`src/ldc_pkg.sv`:
```
// package: constants and types of the laser driver control and fault block
// ============================================================
// Contract
// - crossing_range 00 gives smallest cross-point span, 11 the largest
// - ten-bit modulation_code sets current in 83 uA steps, 85 mA full
// - closed loop bias unit 0.75/1.5/3 uA by photo_range 00/01/1X
// - open loop bias equals 98 uA times bias_code
// - equalizer_on 0 bypasses equalizer and ignores equalizer_level
// - equalizer_level 00000000 strongest, 11111111 weakest equalization
// - crossing_sign 1 shifts crossing positive, 0 negative
// - crossing_magnitude 0000000 least shift, 1111111 most shift
// - limiter_adjust_sign 1 lowers limiter bias, 0 raises it
// - limiter_current_step 000 no change, 111 largest change
// - high_mod_current_on 0 limits to 80 mA, 1 extends to 100 mA
// - monitor above threshold reference flags a fault
// - photodiode current above 150 percent of set value flags a fault
// - bias code falling over 50 percent in one step flags a fault
// - enabled fault zeroes bias and modulation and latches fault_pin
// - fault_pin released while shutdown asserted or chip_enable clear
// - after disable removed and fault gone, resume prior settings (code resumes only after a disable held LATCH_CYC cycles, else stays off)
// - persisting fault re-asserts fault_pin after shutdown returns low
// - chip runs only while chip_enable bit 7 is 1
// - fault detection only when fault_detect_on bit 3 is 1
// - open_loop_select 1 open loop bias, 0 closed loop
// - equalizer_on 1 enables equalizer, 0 disables it
package ldc_pkg;

	// ============================================================
	// widths and fields
	localparam int CODE_W   = 10;
	localparam int CTRL_ENA = 7;
	localparam int CTRL_PR1 = 6;
	localparam int CTRL_PR0 = 5;
	localparam int CTRL_OL  = 4;
	localparam int CTRL_FLT = 3;
	localparam int CTRL_EQ  = 1;
	localparam int XS_SIGN  = 7;
	localparam int LIM_SIGN = 3;

	// ============================================================
	// reset values and figures
	localparam logic [7:0]  CTRL_RST   = 8'h80;
	localparam logic [7:0]  BYTE_RST   = 8'h00;
	localparam logic [9:0]  CODE_RST   = 10'h000;
	localparam logic [17:0] MOD_STEP_NA    = 18'h00053;
	localparam logic [17:0] BIAS_OL_STEP_UA = 18'h00062;
	localparam logic [1:0]  PR_075 = 2'h0;
	localparam logic [1:0]  PR_150 = 2'h1;
	localparam logic [3:0]  UNIT_075_Q2 = 4'h3;
	localparam logic [3:0]  UNIT_150_Q2 = 4'h6;
	localparam logic [3:0]  UNIT_300_Q2 = 4'hC;
	localparam logic [6:0]  MOD_LIMIT_LO_MA = 7'h50;
	localparam logic [6:0]  MOD_LIMIT_HI_MA = 7'h64;

	// ============================================================
	// timing
	localparam int CLK_NS          = 10;
	localparam int LATCH_RESET_NS  = 1000;
	localparam int NEGATE_NS       = 1000;
	localparam int LATCH_RESET_CYC =
		(LATCH_RESET_NS + CLK_NS - 1) / CLK_NS;
	localparam int NEGATE_CYC      =
		(NEGATE_NS + CLK_NS - 1) / CLK_NS;

	typedef enum logic [3:0] {
		LDC_RUN  = 4'h1,
		LDC_OFF  = 4'h2,
		LDC_WAIT = 4'h4,
		LDC_FLT  = 4'h8
	} ldc_state_t;

	typedef struct packed {
		logic [1:0] crossing_range;
		logic       crossing_sign;
		logic [6:0] crossing_magnitude;
		logic       limiter_adjust_sign;
		logic [2:0] limiter_current_step;
		logic       equalizer_on;
		logic [7:0] equalizer_level;
		logic       high_mod_current_on;
	} ldc_analog_t;

endpackage

```
`src/ldc_ctrl_fault.sv`:
```
// module: control decode and laser safety fault logic
`timescale 1ns/1ns
module ldc_ctrl_fault #(
	parameter int LATCH_CYC  = ldc_pkg::LATCH_RESET_CYC,
	parameter int NEGATE_CYC = ldc_pkg::NEGATE_CYC
) (
	input  wire logic                clk,
	input  wire logic                resetn,
	input  wire logic [7:0]          control_reg,
	input  wire logic [9:0]          modulation_code,
	input  wire logic [9:0]          bias_code,
	input  wire logic [1:0]          crossing_range,
	input  wire logic [7:0]          equalizer_level_reg,
	input  wire logic [7:0]          crossing_adjust_reg,
	input  wire logic [7:0]          limiter_bias_reg,
	input  wire logic [7:0]          high_current_enable_reg,
	input  wire logic [7:0]          coupling_ratio,
	input  wire logic                shutdown_pin,
	input  wire logic                monitor_over_ref,
	input  wire logic                photo_over_150,
	output logic                     fault_pin,
	output logic                     outputs_on,
	output logic [17:0]              mod_current_na,
	output logic [27:0]              bias_current_q,
	output logic                     bias_open_loop,
	output logic [6:0]               mod_limit_ma,
	output ldc_pkg::ldc_analog_t     analog
);

	// ============================================================
	// state
	typedef struct packed {
		logic [1:0]          sd_sync;
		logic [1:0]          mon_sync;
		logic [1:0]          pd_sync;
		ldc_pkg::ldc_state_t st;
		logic [15:0]         cnt;
		logic [9:0]          prev_bias;
		logic                fault;
		logic [17:0]         mod_na;
		logic [27:0]         bias_q;
		logic                ol;
		logic [6:0]          lim;
		ldc_pkg::ldc_analog_t an;
	} ldc_regs_t;

	ldc_regs_t r;
	ldc_regs_t next_r;
	logic      shut;
	logic      cond;
	logic      drop;
	logic      en_det;
	logic [3:0] unit;

	always_comb begin
		next_r = r;
		next_r.sd_sync  = {r.sd_sync[0], shutdown_pin};
		next_r.mon_sync = {r.mon_sync[0], monitor_over_ref};
		next_r.pd_sync  = {r.pd_sync[0], photo_over_150};
		// disabled by pin or cleared enable bit
		shut = r.sd_sync[1] | ~control_reg[ldc_pkg::CTRL_ENA];
		en_det = control_reg[ldc_pkg::CTRL_FLT];
		// new code below half of the previous one
		drop = ({1'b0, bias_code, 1'b0} < {2'b00, r.prev_bias})
			&& (bias_code != r.prev_bias);
		next_r.prev_bias = bias_code;
		cond = r.mon_sync[1] | r.pd_sync[1] | drop;
		case (r.st)
		ldc_pkg::LDC_RUN: begin
			next_r.cnt = 16'h0000;
			if (shut) begin
				next_r.st = ldc_pkg::LDC_OFF;
			end else if (en_det && cond) begin
				next_r.st    = ldc_pkg::LDC_FLT;
				next_r.fault = 1'b1;
			end
		end
		ldc_pkg::LDC_FLT: begin
			next_r.fault = 1'b1;
			if (shut) begin
				next_r.st    = ldc_pkg::LDC_OFF;
				next_r.fault = 1'b0;
				next_r.cnt   = 16'h0000;
			end
		end
		ldc_pkg::LDC_OFF: begin
			next_r.fault = 1'b0;
			if (shut) begin
				if (r.cnt != 16'hFFFF) begin
					next_r.cnt = r.cnt + 16'h0001;
				end
			end else if (r.cnt + 16'h0001 >= 16'(LATCH_CYC)) begin
				next_r.st  = ldc_pkg::LDC_WAIT;
				next_r.cnt = 16'h0000;
			end else begin
				next_r.cnt = 16'h0000;
			end
		end
		ldc_pkg::LDC_WAIT: begin
			if (shut) begin
				next_r.st  = ldc_pkg::LDC_OFF;
				next_r.cnt = 16'h0000;
			end else if (en_det && cond) begin
				next_r.st    = ldc_pkg::LDC_FLT;
				next_r.fault = 1'b1;
			end else if (r.cnt + 16'h0001 >= 16'(NEGATE_CYC)) begin
				next_r.st  = ldc_pkg::LDC_RUN;
				next_r.cnt = 16'h0000;
			end else begin
				next_r.cnt = r.cnt + 16'h0001;
			end
		end
		default: begin
			next_r.st = ldc_pkg::LDC_OFF;
		end
		endcase
		// decode of settings, registers themselves untouched
		// currents are zeroed in the register unless the next state runs
		next_r.mod_na = (next_r.st == ldc_pkg::LDC_RUN)
			? 18'(modulation_code) * ldc_pkg::MOD_STEP_NA
			: 18'h00000;
		next_r.ol = control_reg[ldc_pkg::CTRL_OL];
		case ({control_reg[ldc_pkg::CTRL_PR1], control_reg[ldc_pkg::CTRL_PR0]})
		ldc_pkg::PR_075: unit = ldc_pkg::UNIT_075_Q2;
		ldc_pkg::PR_150: unit = ldc_pkg::UNIT_150_Q2;
		default:         unit = ldc_pkg::UNIT_300_Q2;
		endcase
		if (next_r.st != ldc_pkg::LDC_RUN) begin
			next_r.bias_q = 28'h0000000;
		end else if (control_reg[ldc_pkg::CTRL_OL]) begin
			next_r.bias_q = 28'(18'(bias_code)
				* ldc_pkg::BIAS_OL_STEP_UA);
		end else begin
			next_r.bias_q = 28'(28'(unit) * 28'(coupling_ratio)
				* 28'(bias_code));
		end
		next_r.lim = high_current_enable_reg[0]
			? ldc_pkg::MOD_LIMIT_HI_MA : ldc_pkg::MOD_LIMIT_LO_MA;
		next_r.an.crossing_range = crossing_range;
		next_r.an.crossing_sign =
			crossing_adjust_reg[ldc_pkg::XS_SIGN];
		next_r.an.crossing_magnitude = crossing_adjust_reg[6:0];
		next_r.an.limiter_adjust_sign =
			limiter_bias_reg[ldc_pkg::LIM_SIGN];
		next_r.an.limiter_current_step = limiter_bias_reg[2:0];
		next_r.an.equalizer_on = control_reg[ldc_pkg::CTRL_EQ];
		// bypassed equalizer sees the weakest setting
		next_r.an.equalizer_level = control_reg[ldc_pkg::CTRL_EQ]
			? equalizer_level_reg : 8'hFF;
		next_r.an.high_mod_current_on = high_current_enable_reg[0];
	end

	always_ff @(posedge clk or negedge resetn) begin
		if (!resetn) begin
			r <= '0;
			r.st <= ldc_pkg::LDC_OFF;
			r.an.equalizer_level <= 8'hFF;
		end else begin
			r <= next_r;
		end
	end

	// ============================================================
	// outputs
	assign outputs_on     = (r.st == ldc_pkg::LDC_RUN);
	assign fault_pin      = r.fault;
	assign mod_current_na = r.mod_na;
	assign bias_current_q = r.bias_q;
	assign bias_open_loop = r.ol;
	assign mod_limit_ma   = r.lim;
	assign analog         = r.an;

	// ============================================================
	// assertions: fault handling
	AST_FLT_ZERO: assert property (
		@(posedge clk) disable iff (!resetn)
		fault_pin |-> mod_current_na == 18'h00000
		&& bias_current_q == 28'h0000000)
		else $error("outputs not zero during fault");

	AST_FLT_HOLD: assert property (
		@(posedge clk) disable iff (!resetn)
		fault_pin && !shut
		|=> fault_pin)
		else $error("fault not latched");

	AST_REL: assert property (
		@(posedge clk) disable iff (!resetn)
		shut
		|=> !fault_pin)
		else $error("fault pin not released");

	AST_OFF: assert property (
		@(posedge clk) disable iff (!resetn)
		$past(shut)
		|-> !outputs_on)
		else $error("running while disabled");

	AST_DET: assert property (
		@(posedge clk) disable iff (!resetn)
		r.st == ldc_pkg::LDC_RUN && !shut && en_det && cond
		|=> fault_pin)
		else $error("fault not detected");

	AST_NODET: assert property (
		@(posedge clk) disable iff (!resetn)
		!fault_pin && !en_det
		|=> !fault_pin)
		else $error("fault with detection off");

	AST_DROP: assert property (
		@(posedge clk) disable iff (!resetn)
		r.st == ldc_pkg::LDC_RUN && !shut && en_det && drop
		|=> fault_pin && !outputs_on)
		else $error("bias step drop not flagged");

	AST_PREV: assert property (
		@(posedge clk) disable iff (!resetn)
		1'b1
		|=> r.prev_bias == $past(bias_code))
		else $error("previous bias code not kept");

	AST_REFAULT: assert property (
		@(posedge clk) disable iff (!resetn)
		r.st == ldc_pkg::LDC_WAIT && !shut && en_det && cond
		|=> fault_pin && !outputs_on)
		else $error("persisting fault not flagged again");

	AST_LATCH: assert property (
		@(posedge clk) disable iff (!resetn)
		$past(r.st) == ldc_pkg::LDC_OFF && r.st == ldc_pkg::LDC_WAIT
		|-> $past(r.cnt) >= 16'(LATCH_CYC - 1))
		else $error("disable shorter than latch reset time");

	AST_RESUME: assert property (
		@(posedge clk) disable iff (!resetn)
		$past(r.st) == ldc_pkg::LDC_WAIT && r.st == ldc_pkg::LDC_RUN
		|-> $past(r.cnt) == 16'(NEGATE_CYC - 1))
		else $error("resumed before negate time");

	// ============================================================
	// assertions: decode of settings
	AST_EQ: assert property (
		@(posedge clk) disable iff (!resetn)
		!control_reg[ldc_pkg::CTRL_EQ]
		|=> analog.equalizer_level == 8'hFF && !analog.equalizer_on)
		else $error("equalizer not bypassed");

	AST_EQON: assert property (
		@(posedge clk) disable iff (!resetn)
		control_reg[ldc_pkg::CTRL_EQ]
		|=> analog.equalizer_on
		&& analog.equalizer_level == $past(equalizer_level_reg))
		else $error("equalizer level not passed");

	AST_LIM: assert property (
		@(posedge clk) disable iff (!resetn)
		high_current_enable_reg[0]
		|=> mod_limit_ma == ldc_pkg::MOD_LIMIT_HI_MA)
		else $error("high current limit wrong");

	AST_LIM_LO: assert property (
		@(posedge clk) disable iff (!resetn)
		!high_current_enable_reg[0]
		|=> mod_limit_ma == ldc_pkg::MOD_LIMIT_LO_MA)
		else $error("low current limit wrong");

	AST_MOD: assert property (
		@(posedge clk) disable iff (!resetn)
		outputs_on |-> mod_current_na
		== 18'($past(modulation_code)) * ldc_pkg::MOD_STEP_NA)
		else $error("modulation decode wrong");

	AST_OL: assert property (
		@(posedge clk) disable iff (!resetn)
		1'b1
		|=> bias_open_loop == $past(control_reg[ldc_pkg::CTRL_OL]))
		else $error("loop mode wrong");

	AST_BIAS_OL: assert property (
		@(posedge clk) disable iff (!resetn)
		outputs_on && bias_open_loop |-> bias_current_q
		== 28'($past(bias_code)) * 28'(ldc_pkg::BIAS_OL_STEP_UA))
		else $error("open loop bias wrong");

	AST_BIAS_CL: assert property (
		@(posedge clk) disable iff (!resetn)
		outputs_on && !bias_open_loop
		&& $past(control_reg[6:5]) == ldc_pkg::PR_075
		|-> bias_current_q == 28'(ldc_pkg::UNIT_075_Q2)
		* 28'($past(coupling_ratio)) * 28'($past(bias_code)))
		else $error("closed loop bias wrong");

	AST_RNG: assert property (
		@(posedge clk) disable iff (!resetn)
		1'b1
		|=> analog.crossing_range == $past(crossing_range))
		else $error("crossing range wrong");

	AST_XS: assert property (
		@(posedge clk) disable iff (!resetn)
		1'b1 |=> analog.crossing_sign
		== $past(crossing_adjust_reg[ldc_pkg::XS_SIGN])
		&& analog.crossing_magnitude == $past(crossing_adjust_reg[6:0]))
		else $error("crossing adjust wrong");

	AST_LIMB: assert property (
		@(posedge clk) disable iff (!resetn)
		1'b1 |=> analog.limiter_adjust_sign
		== $past(limiter_bias_reg[ldc_pkg::LIM_SIGN])
		&& analog.limiter_current_step == $past(limiter_bias_reg[2:0]))
		else $error("limiter adjust wrong");

	// ============================================================
	// covers
	COV_FAULT: cover property (@(posedge clk) disable iff (!resetn)
		$rose(fault_pin));
	COV_RECOVER: cover property (@(posedge clk) disable iff (!resetn)
		r.st == ldc_pkg::LDC_WAIT ##1 outputs_on);
	COV_REFAULT: cover property (@(posedge clk) disable iff (!resetn)
		r.st == ldc_pkg::LDC_WAIT ##1 r.st == ldc_pkg::LDC_FLT);
	COV_DROP: cover property (@(posedge clk) disable iff (!resetn)
		r.st == ldc_pkg::LDC_RUN && en_det && drop);
	COV_DETOFF: cover property (@(posedge clk) disable iff (!resetn)
		outputs_on && !en_det && r.mon_sync[1]);

endmodule

```
`config.mk`:
```
export PLATFORM = sky130hd
export DESIGN_NAME = ldc_ctrl_fault
export DESIGN_NICKNAME = d
export VERILOG_FILES = /design/src/ldc_pkg.sv /design/src/ldc_ctrl_fault.sv
export SDC_FILE = /design/constraint.sdc
export NUM_CORES = 1
export LEC_CHECK = 0
export BUFFER_PORTS_ARGS = -buffer_cell sky130_fd_sc_hd__buf_2
export CORE_ASPECT_RATIO = 1.5
export CORE_MARGIN = 10
export CORE_UTILIZATION = 50
export DETAILED_ROUTE_END_ITERATION = 10
export PLACE_DENSITY = 0.8
export SLEW_MARGIN = 20
export SYNTH_ARGS = -nofsm -noshare
export SYNTH_HDL_FRONTEND = slang
export SYNTH_SLANG_ARGS = --single-unit
```
`constraint.sdc`:
```
create_clock -name clk -period 4.45 [get_ports clk]
set_input_delay 0.6675 -clock clk [delete_from_list [all_inputs] [get_ports clk]]
set_output_delay 0.6675 -clock clk [all_outputs]
set_load 0.03 [all_outputs]
```
==> summary.md, run 1 <==
| Metric | Value |
|---|---|
| DIE WIDTH | `148 um` |
| Root buffer cell | `clkbuf_16` |
| First DRT Iteration DRCs | `between 400 and 500` |
| Via count | `slightly above 10000` |
| # rows | `70` |
| Critical Path AT | `around 7700 ps` |
| Commonest non-fill, non-tap cell in the layout | `inv_1` |
| Async set-reset flop share out of synthesis | `1.00` |
| Synth Area per Inst | `8.98 um^2` |
| Area fraction of the dominant cell type after synthesis | `0.191` |
| Number of global-route vias before repair | `10951` |
| Yosys Warn Count | `0` |
| FF-to-FF path depth | `9` |
| Synthesized area | `12300 um^2` |
| EDFF count, synth | `0` |
| Clk buf depth | `2` |
| GRT Total Usage | `0.196` |
| DR vias/cell | `5.38` |
| Fin Clk Skew | `7.04 ps` |
| Io pins | `155` |
| Critical setup path kind | `in2reg` |
| # DRC | `0` |
| Initial core utilization | `0.506` |
| FF-to-FF End | `bias_current_q[20]` |
| CTS Buf Count | `9` |
| Fmax achieved | `approximately 130 MHz` |
| Hold depth | `0` |
| Final setup vio count | `18` |
| Hold/Removal Path Class | `reg2reg` |
| Layout Cell Area excl Fill | `about 15000 um^2` |
| Post-synth cell types | `72` |
| Initial antenna violation count | `0` |
| CP Capture Type | `register` |
| Highest-count cells in the layout ignoring fill and taps | `inv_1 (188), ha_1 (143), buf_2 (128), buf_4 (128), nand2_1 (106)` |
| First-pass GRT wire length | `about 50000 um` |
| TNS Setup | `-43690 ps` |
| Share of cells above drive strength 1 | `0.280` |
| Post-route ant nets | `0` |
| Area contributors post-synth | `dfrtp_1 (19%), fa_1 (17%), ha_1 (17%)` |
| Violated checks | `setup timing` |
| Core box area | `24300 um^2` |
| PnR worst setup slack | `-2980 ps` |
| Worst Path Required | `4720 ps` |
| # diodes | `0` |
| Worst R2R Setup Slack | `about 1100 ps` |
| Clock Sink Count | `103` |
| Slew margin rel. | `0.340` |
| Dpl cell area | `13800 um^2` |
| Clock transition at path regs | `80 ps` |
| Post-Synthesis Cells | `between 1000 and 1500` |
| Total wire length | `31400 um` |
| Top cell type by total area after synthesis | `dfrtp_1` |
| RR Startpoint | `r[89]` |
| Worst hold path startpoint | `next_r[114]` |
| Largest net degree at the start of global routing | `77` |
| Skew-Pair Late Insertion Delay | `around 350 ps` |
| Die Y | `212 um` |
| Critical Path Source | `control_reg[5]` |
| Initial DRT Pass Iterations | `7` |
| #FFs+latches synth | `103` |
| Congestion Overflow GR | `0` |
| Setup crit start kind | `input port` |
| Seq/Total Area, Yosys | `0.210` |
| Maximum fanout along the worst path | `4` |
| H-tree lvl count | `3` |
| Hold path endpoint | `r[114]` |
| Max-cap viol count | `0` |
| Ys flop type | `dfrtp_1` |
| Wire per inst | `roughly 17 um` |
| Slew Viols, Final | `0` |
| DP HPWL | `roughly 24000 um` |
| Fin nets | `~1900` |
| Die area | `31400 um^2` |
| Area delta synth->final | `21.6%` |
| Final period utilization | `1.67` |
| # fillers | `1941` |
| Worst-Margin Slew | `around 1000 ps` |
| Final hold violations | `0` |
| Min cycle time layout | `7430 ps` |
| Final core utilization | `0.615` |
| Gpl congestion | `0.905` |
| # port buffers | `131` |
| CTS tree | `yes` |
| Status | `complete, but fails checks` |
| Unrepaired setup endpoints after global routing | `yes` |
| Worst hold slack | `347 ps` |
==> what timing repair did <==
item / 4_1_cts / 5_1_grt
setup buffers: 26 / 7
pin swaps: 75 / 77
hold endpoints to repair: 0 / 0
gates resized for setup: 74 / 60
hold buffers: 0 / 0
setup endpoints to repair: 18 / 18
==> synth_stat cells, drive strengths merged (32+ instances only) <==
master  number
o21ai       32
inv        205
and2        71
buf         89
dfrtp       94
nor3        38
ha         168
nand2      113
fa         105
nor2        65
xnor2       32
a21oi       46
==> per-layer routing <==
metal	share of wire	GRT usage	vias to the layer above
met1	0.34	0.193	4964
met2	0.58	0.391	270
met5	0	0	-
met3	0.042	0.0258	92
li1	-	-	4796
met4	0.037	0.0881	0
==> worst max-delay path: stages <==
cell	delay (ps)
buf_6	100
nor2_4	150
buf_6	120
buf_6	100
nor2b_1	70
fa_1	540
inv_1	70
fa_1	530
inv_1	40
ha_1	330
a21oi_2	180
o21bai_1	110
a21oi_2	170
mux2_4	330
fa_1	510
inv_1	50
fa_1	460
fa_1	490
fa_1	510
inv_2	40
fa_1	510
inv_2	40
ha_4	230
buf_6	120
a21o_1	220
o31a_1	350
or4b_4	520
a31oi_4	130
==> how the worst max path moves through the flow <==
stage	to	slack (ps)	cells after the start
3_5_place_dp	bias_current_q[19]	-3490	29
6_report	bias_current_q[14]	-2980	28
5_1_grt	bias_current_q[14]	-3190	31
3_3_place_gp	bias_current_q[19]	-3320	32
2_1_floorplan	bias_current_q[14]	-3040	27
4_1_cts	bias_current_q[19]	-2950	33
==> per-stage QoR <==
step,std cells,worst slack [ps]
after floorplan,1381,-3040
after global placement,1843,-3320
after detailed placement,1843,-3490
after CTS,1876,-2950
after global routing,1882,-3190
final,1882,-2980
==> logic make-up (layout without fill, tap and decap cells) <==
kind of cell	Yosys count	count (layout)	share of synthesized area
AOI/OAI and AO/OA	181	181	0.0975
adders and majority gates	273	273	0.341
buffers and inverters	325	502	0.125
xor gates and xnor gates	45	45	0.0320
other	2	11	0.000610
DFF	103	103	0.210
and+or+nand+nor	424	424	0.178
muxes	19	19	0.0161
==> cell type report <==
| type | instances | area, um^2 | share of cell area |
|---|---|---|---|
| multi-input combinational | 953 | 9000 | 0.601 |
| sequential | 103 | 2590 | 0.173 |
| timing repair buffer | 280 | 1910 | 0.127 |
| inverter | 206 | 773 | 0.0517 |
| tap | 324 | 405 | 0.0271 |
| clock buffer | 10 | 229 | 0.0153 |
| clock inverter | 6 | 63.8 | 0.00426 |
==> sequential cells by signal, summed over array words and instances (netlist names) <==
register / cells
r: 33
analog: 23
bias_current_q: 22
mod_current_na: 17
mod_limit_ma: 3
next_r: 3
bias_open_loop: 1
fault_pin: 1
Power of run 1 is left out: the tool's default activity adds up to more than one toggle a clock period on the data nets, which glitch-free logic cannot reach.
==> run 2: changes to the inputs <==
CTS_BUF_LIST = sky130_fd_sc_hd__clkbuf_4   (was default)
SLEW_MARGIN = default   (was 20)
==> run 2 against run 1 <==
Against the previous run:
- the flow still finishes with violations (setup timing)
- final area down 1.1%
- final cell count up 0.27%
- non-clock buffer count up 4
- fmax up 1.9%
- register-to-register slack about the same
- critical path depth up 2
- via count up 1.6%
- global-route usage up 0.14 points
- count of clock-buffer cells in the layout unchanged
- critical path type unchanged
==> summary.md, run 2 (synthesis results as in run 1) <==
| Metric | Value |
|---|---|
| Status | `complete, but fails checks (unchanged)` |
| Violated checks | `setup timing (unchanged)` |
| Hold path endpoint | `analog[20] (was r[114])` |
| Final period utilization | `1.64 (was 1.67)` |
| Slowest stage delay, CP | `540 ps (about the same)` |
| CTS Hold Bufs | `0 (unchanged)` |
| Initial core utilization | `0.506 (unchanged)` |
| Unrepaired setup endpoints after global routing | `yes (unchanged)` |
| Root buffer cell | `clkbuf_4 (was clkbuf_16)` |
| DR vias/cell | `5.45 (was 5.38)` |
| Layout Cell Area excl Fill | `14800 um^2 (was 15000 um^2)` |
| Gpl congestion | `0.905 (unchanged)` |
| Final setup vio count | `18 (unchanged)` |
| CP Capture Type | `register (unchanged)` |
| Fin Clk Skew | `18.8 ps (was 7.04 ps)` |
| Die Y | `212 um (unchanged)` |
| FF-to-FF path depth | `9 (unchanged)` |
| First-pass GRT wire length | `51200 um (was 51100 um)` |
| Clk buf depth | `2 (unchanged)` |
| GRT Total Usage | `0.197 (was 0.196)` |
| Min cycle time layout | `7300 ps (was 7430 ps)` |
| Max-cap viol count | `0 (unchanged)` |
| Largest net degree at the start of global routing | `77 (unchanged)` |
| Fmax achieved | `137 MHz (was 135 MHz)` |
| Biggest register | `r (unchanged)` |
| Die area | `31400 um^2 (unchanged)` |
| Hold depth | `1 (was 0)` |
| Clock Sink Count | `103 (unchanged)` |
| # rows | `70 (unchanged)` |
| DIE WIDTH | `148 um (unchanged)` |
| H-tree lvl count | `3 (unchanged)` |
| # DRC | `0 (unchanged)` |
| Commonest non-fill, non-tap cell in the layout | `inv_1 (unchanged)` |
| Via count | `10283 (was 10122)` |
| Clock transition at path regs | `180 ps (was 80 ps)` |
| Total wire length | `31400 um (about the same)` |
| PnR worst setup slack | `-2850 ps (was -2980 ps)` |
| RR Startpoint | `r[89] (unchanged)` |
| Share of cells above drive strength 1 | `0.280 (about the same)` |
| Slew margin rel. | `0.357 (was 0.340)` |
| Max reg flops | `33 (unchanged)` |
| Final Non-Filler Cells | `1887 (was 1882)` |
| Worst hold path startpoint | `crossing_adjust_reg[6] (was next_r[114])` |
| FF-to-FF End | `bias_current_q[20] (unchanged)` |
| Crit-path slowest cell | `fa_1 (unchanged)` |
| Dpl cell area | `13800 um^2 (unchanged)` |
| Setup crit start kind | `input port (unchanged)` |
| Dpl cells | `1843 (unchanged)` |
| Slew Viols, Final | `0 (unchanged)` |
| Number of global-route vias before repair | `10962 (was 10951)` |
| Wire per inst | `16.6 um (was 16.7 um)` |
| Critical Path AT | `7720 ps (was 7700 ps)` |
| First DRT Iteration DRCs | `447 (was 450)` |
| Io pins | `155 (unchanged)` |
| Worst Path Required | `4880 ps (was 4720 ps)` |
| Highest-count cells in the layout ignoring fill and taps | `inv_1 (194), ha_1 (146), buf_4 (130), buf_2 (128), nand2_1 (105) (was inv_1 (188), ha_1 (143), buf_2 (128), buf_4 (128), nand2_1 (106))` |
| CTS tree | `yes (unchanged)` |
| Core box area | `24300 um^2 (unchanged)` |
| CTS Buf Count | `9 (unchanged)` |
| Fin nets | `1905 (was 1901)` |
| Congestion Overflow GR | `0 (unchanged)` |
| Worst R2R Setup Slack | `1050 ps (about the same)` |
| Skew-Pair Late Insertion Delay | `500 ps (was 350 ps)` |
| # port buffers | `131 (unchanged)` |
| Worst-Margin Slew | `965 ps (was 991 ps)` |
| Initial antenna violation count | `1 (was 0)` |
| Post-route ant nets | `0 (unchanged)` |
| DP HPWL | `24500 um (unchanged)` |
| Final hold violations | `0 (unchanged)` |
| Crit-path most repeated cell | `fa_1 (unchanged)` |
| Critical setup path kind | `in2reg (unchanged)` |
| Maximum fanout along the worst path | `7 (was 4)` |
| Worst hold slack | `256 ps (was 347 ps)` |
| Area delta synth->final | `20.3% (was 21.6%)` |
| Initial DRT Pass Iterations | `5 (was 7)` |
| Hold/Removal Path Class | `in2reg (was reg2reg)` |
## run 2: worst max path at each step
stage                              start                  to  slack, ps  cells past startpoint
after floorplan           control_reg[6]  bias_current_q[14]      -3040                     27
after global placement    control_reg[6]  bias_current_q[19]      -3320                     32
after detailed placement  control_reg[6]  bias_current_q[19]      -3490                     29
after CTS                 control_reg[6]  bias_current_q[19]      -2780                     33
after global routing      control_reg[6]  bias_current_q[19]      -3040                     33
final                     control_reg[6]  bias_current_q[14]      -2850                     30
## run 2: worst max-delay path, delay by kind of cell
family                   cells  cell delay (ps)
AO/OA/AOI/OAI                6              940
XOR/XNOR                     1              180
adder cells (fa/ha/maj)      9             4030
buffers and inverters        9              750
AND/OR/NAND/NOR              5             1160
## run 2: stage by stage
stage | worst slack, ps | utilization | TNS [ps]
final | -2850 | 0.608 | -42740
after global routing | -3040 | 0.608 | -46460
after CTS | -2780 | 0.596 | -40660
after detailed placement | -3490 | 0.568 | -53410
after global placement | -3320 | 0.568 | -50890
after floorplan | -3040 | - | -43880
## run 2: metal layers
| layer | GRT usage | vias to the layer above | share of wire | wire length (um) |
|---|---|---|---|---|
| li1 | - | 4810 | - | - |
| met1 | 0.194 | 5017 | 0.35 | 10900 |
| met2 | 0.392 | 321 | 0.56 | 17600 |
| met3 | 0.0253 | 135 | 0.046 | 1450 |
| met4 | 0.0939 | 0 | 0.046 | 1440 |
| met5 | 0 | - | 0 | 0 |
## run 2: repair_timing
action                                 in CTS  in global routing
buffers inserted                           20                  9
setup endpoints to repair                  18                 18
pin swaps                                  81                 58
cloned                                      0                  0
gates resized for setup                    84                 47
endpoints found under the hold margin       0                  0
## run 2: area by class of cell
| type | instances | area [um^2] |
|---|---|---|
| Sequential cell | 103 | 2590 |
| Tap cell | 324 | 405 |
| Fill cell | 1969 | 9540 |
| Clock inverter | 6 | 63.8 |
| Antenna cell | 1 | 2.50 |
| Timing Repair Buffer | 284 | 1940 |
| Inverter | 206 | 773 |
| Multi-Input combinational cell | 953 | 8960 |
| Clock buffer | 10 | 75.1 |
Power of run 2 is left out for the same reason.
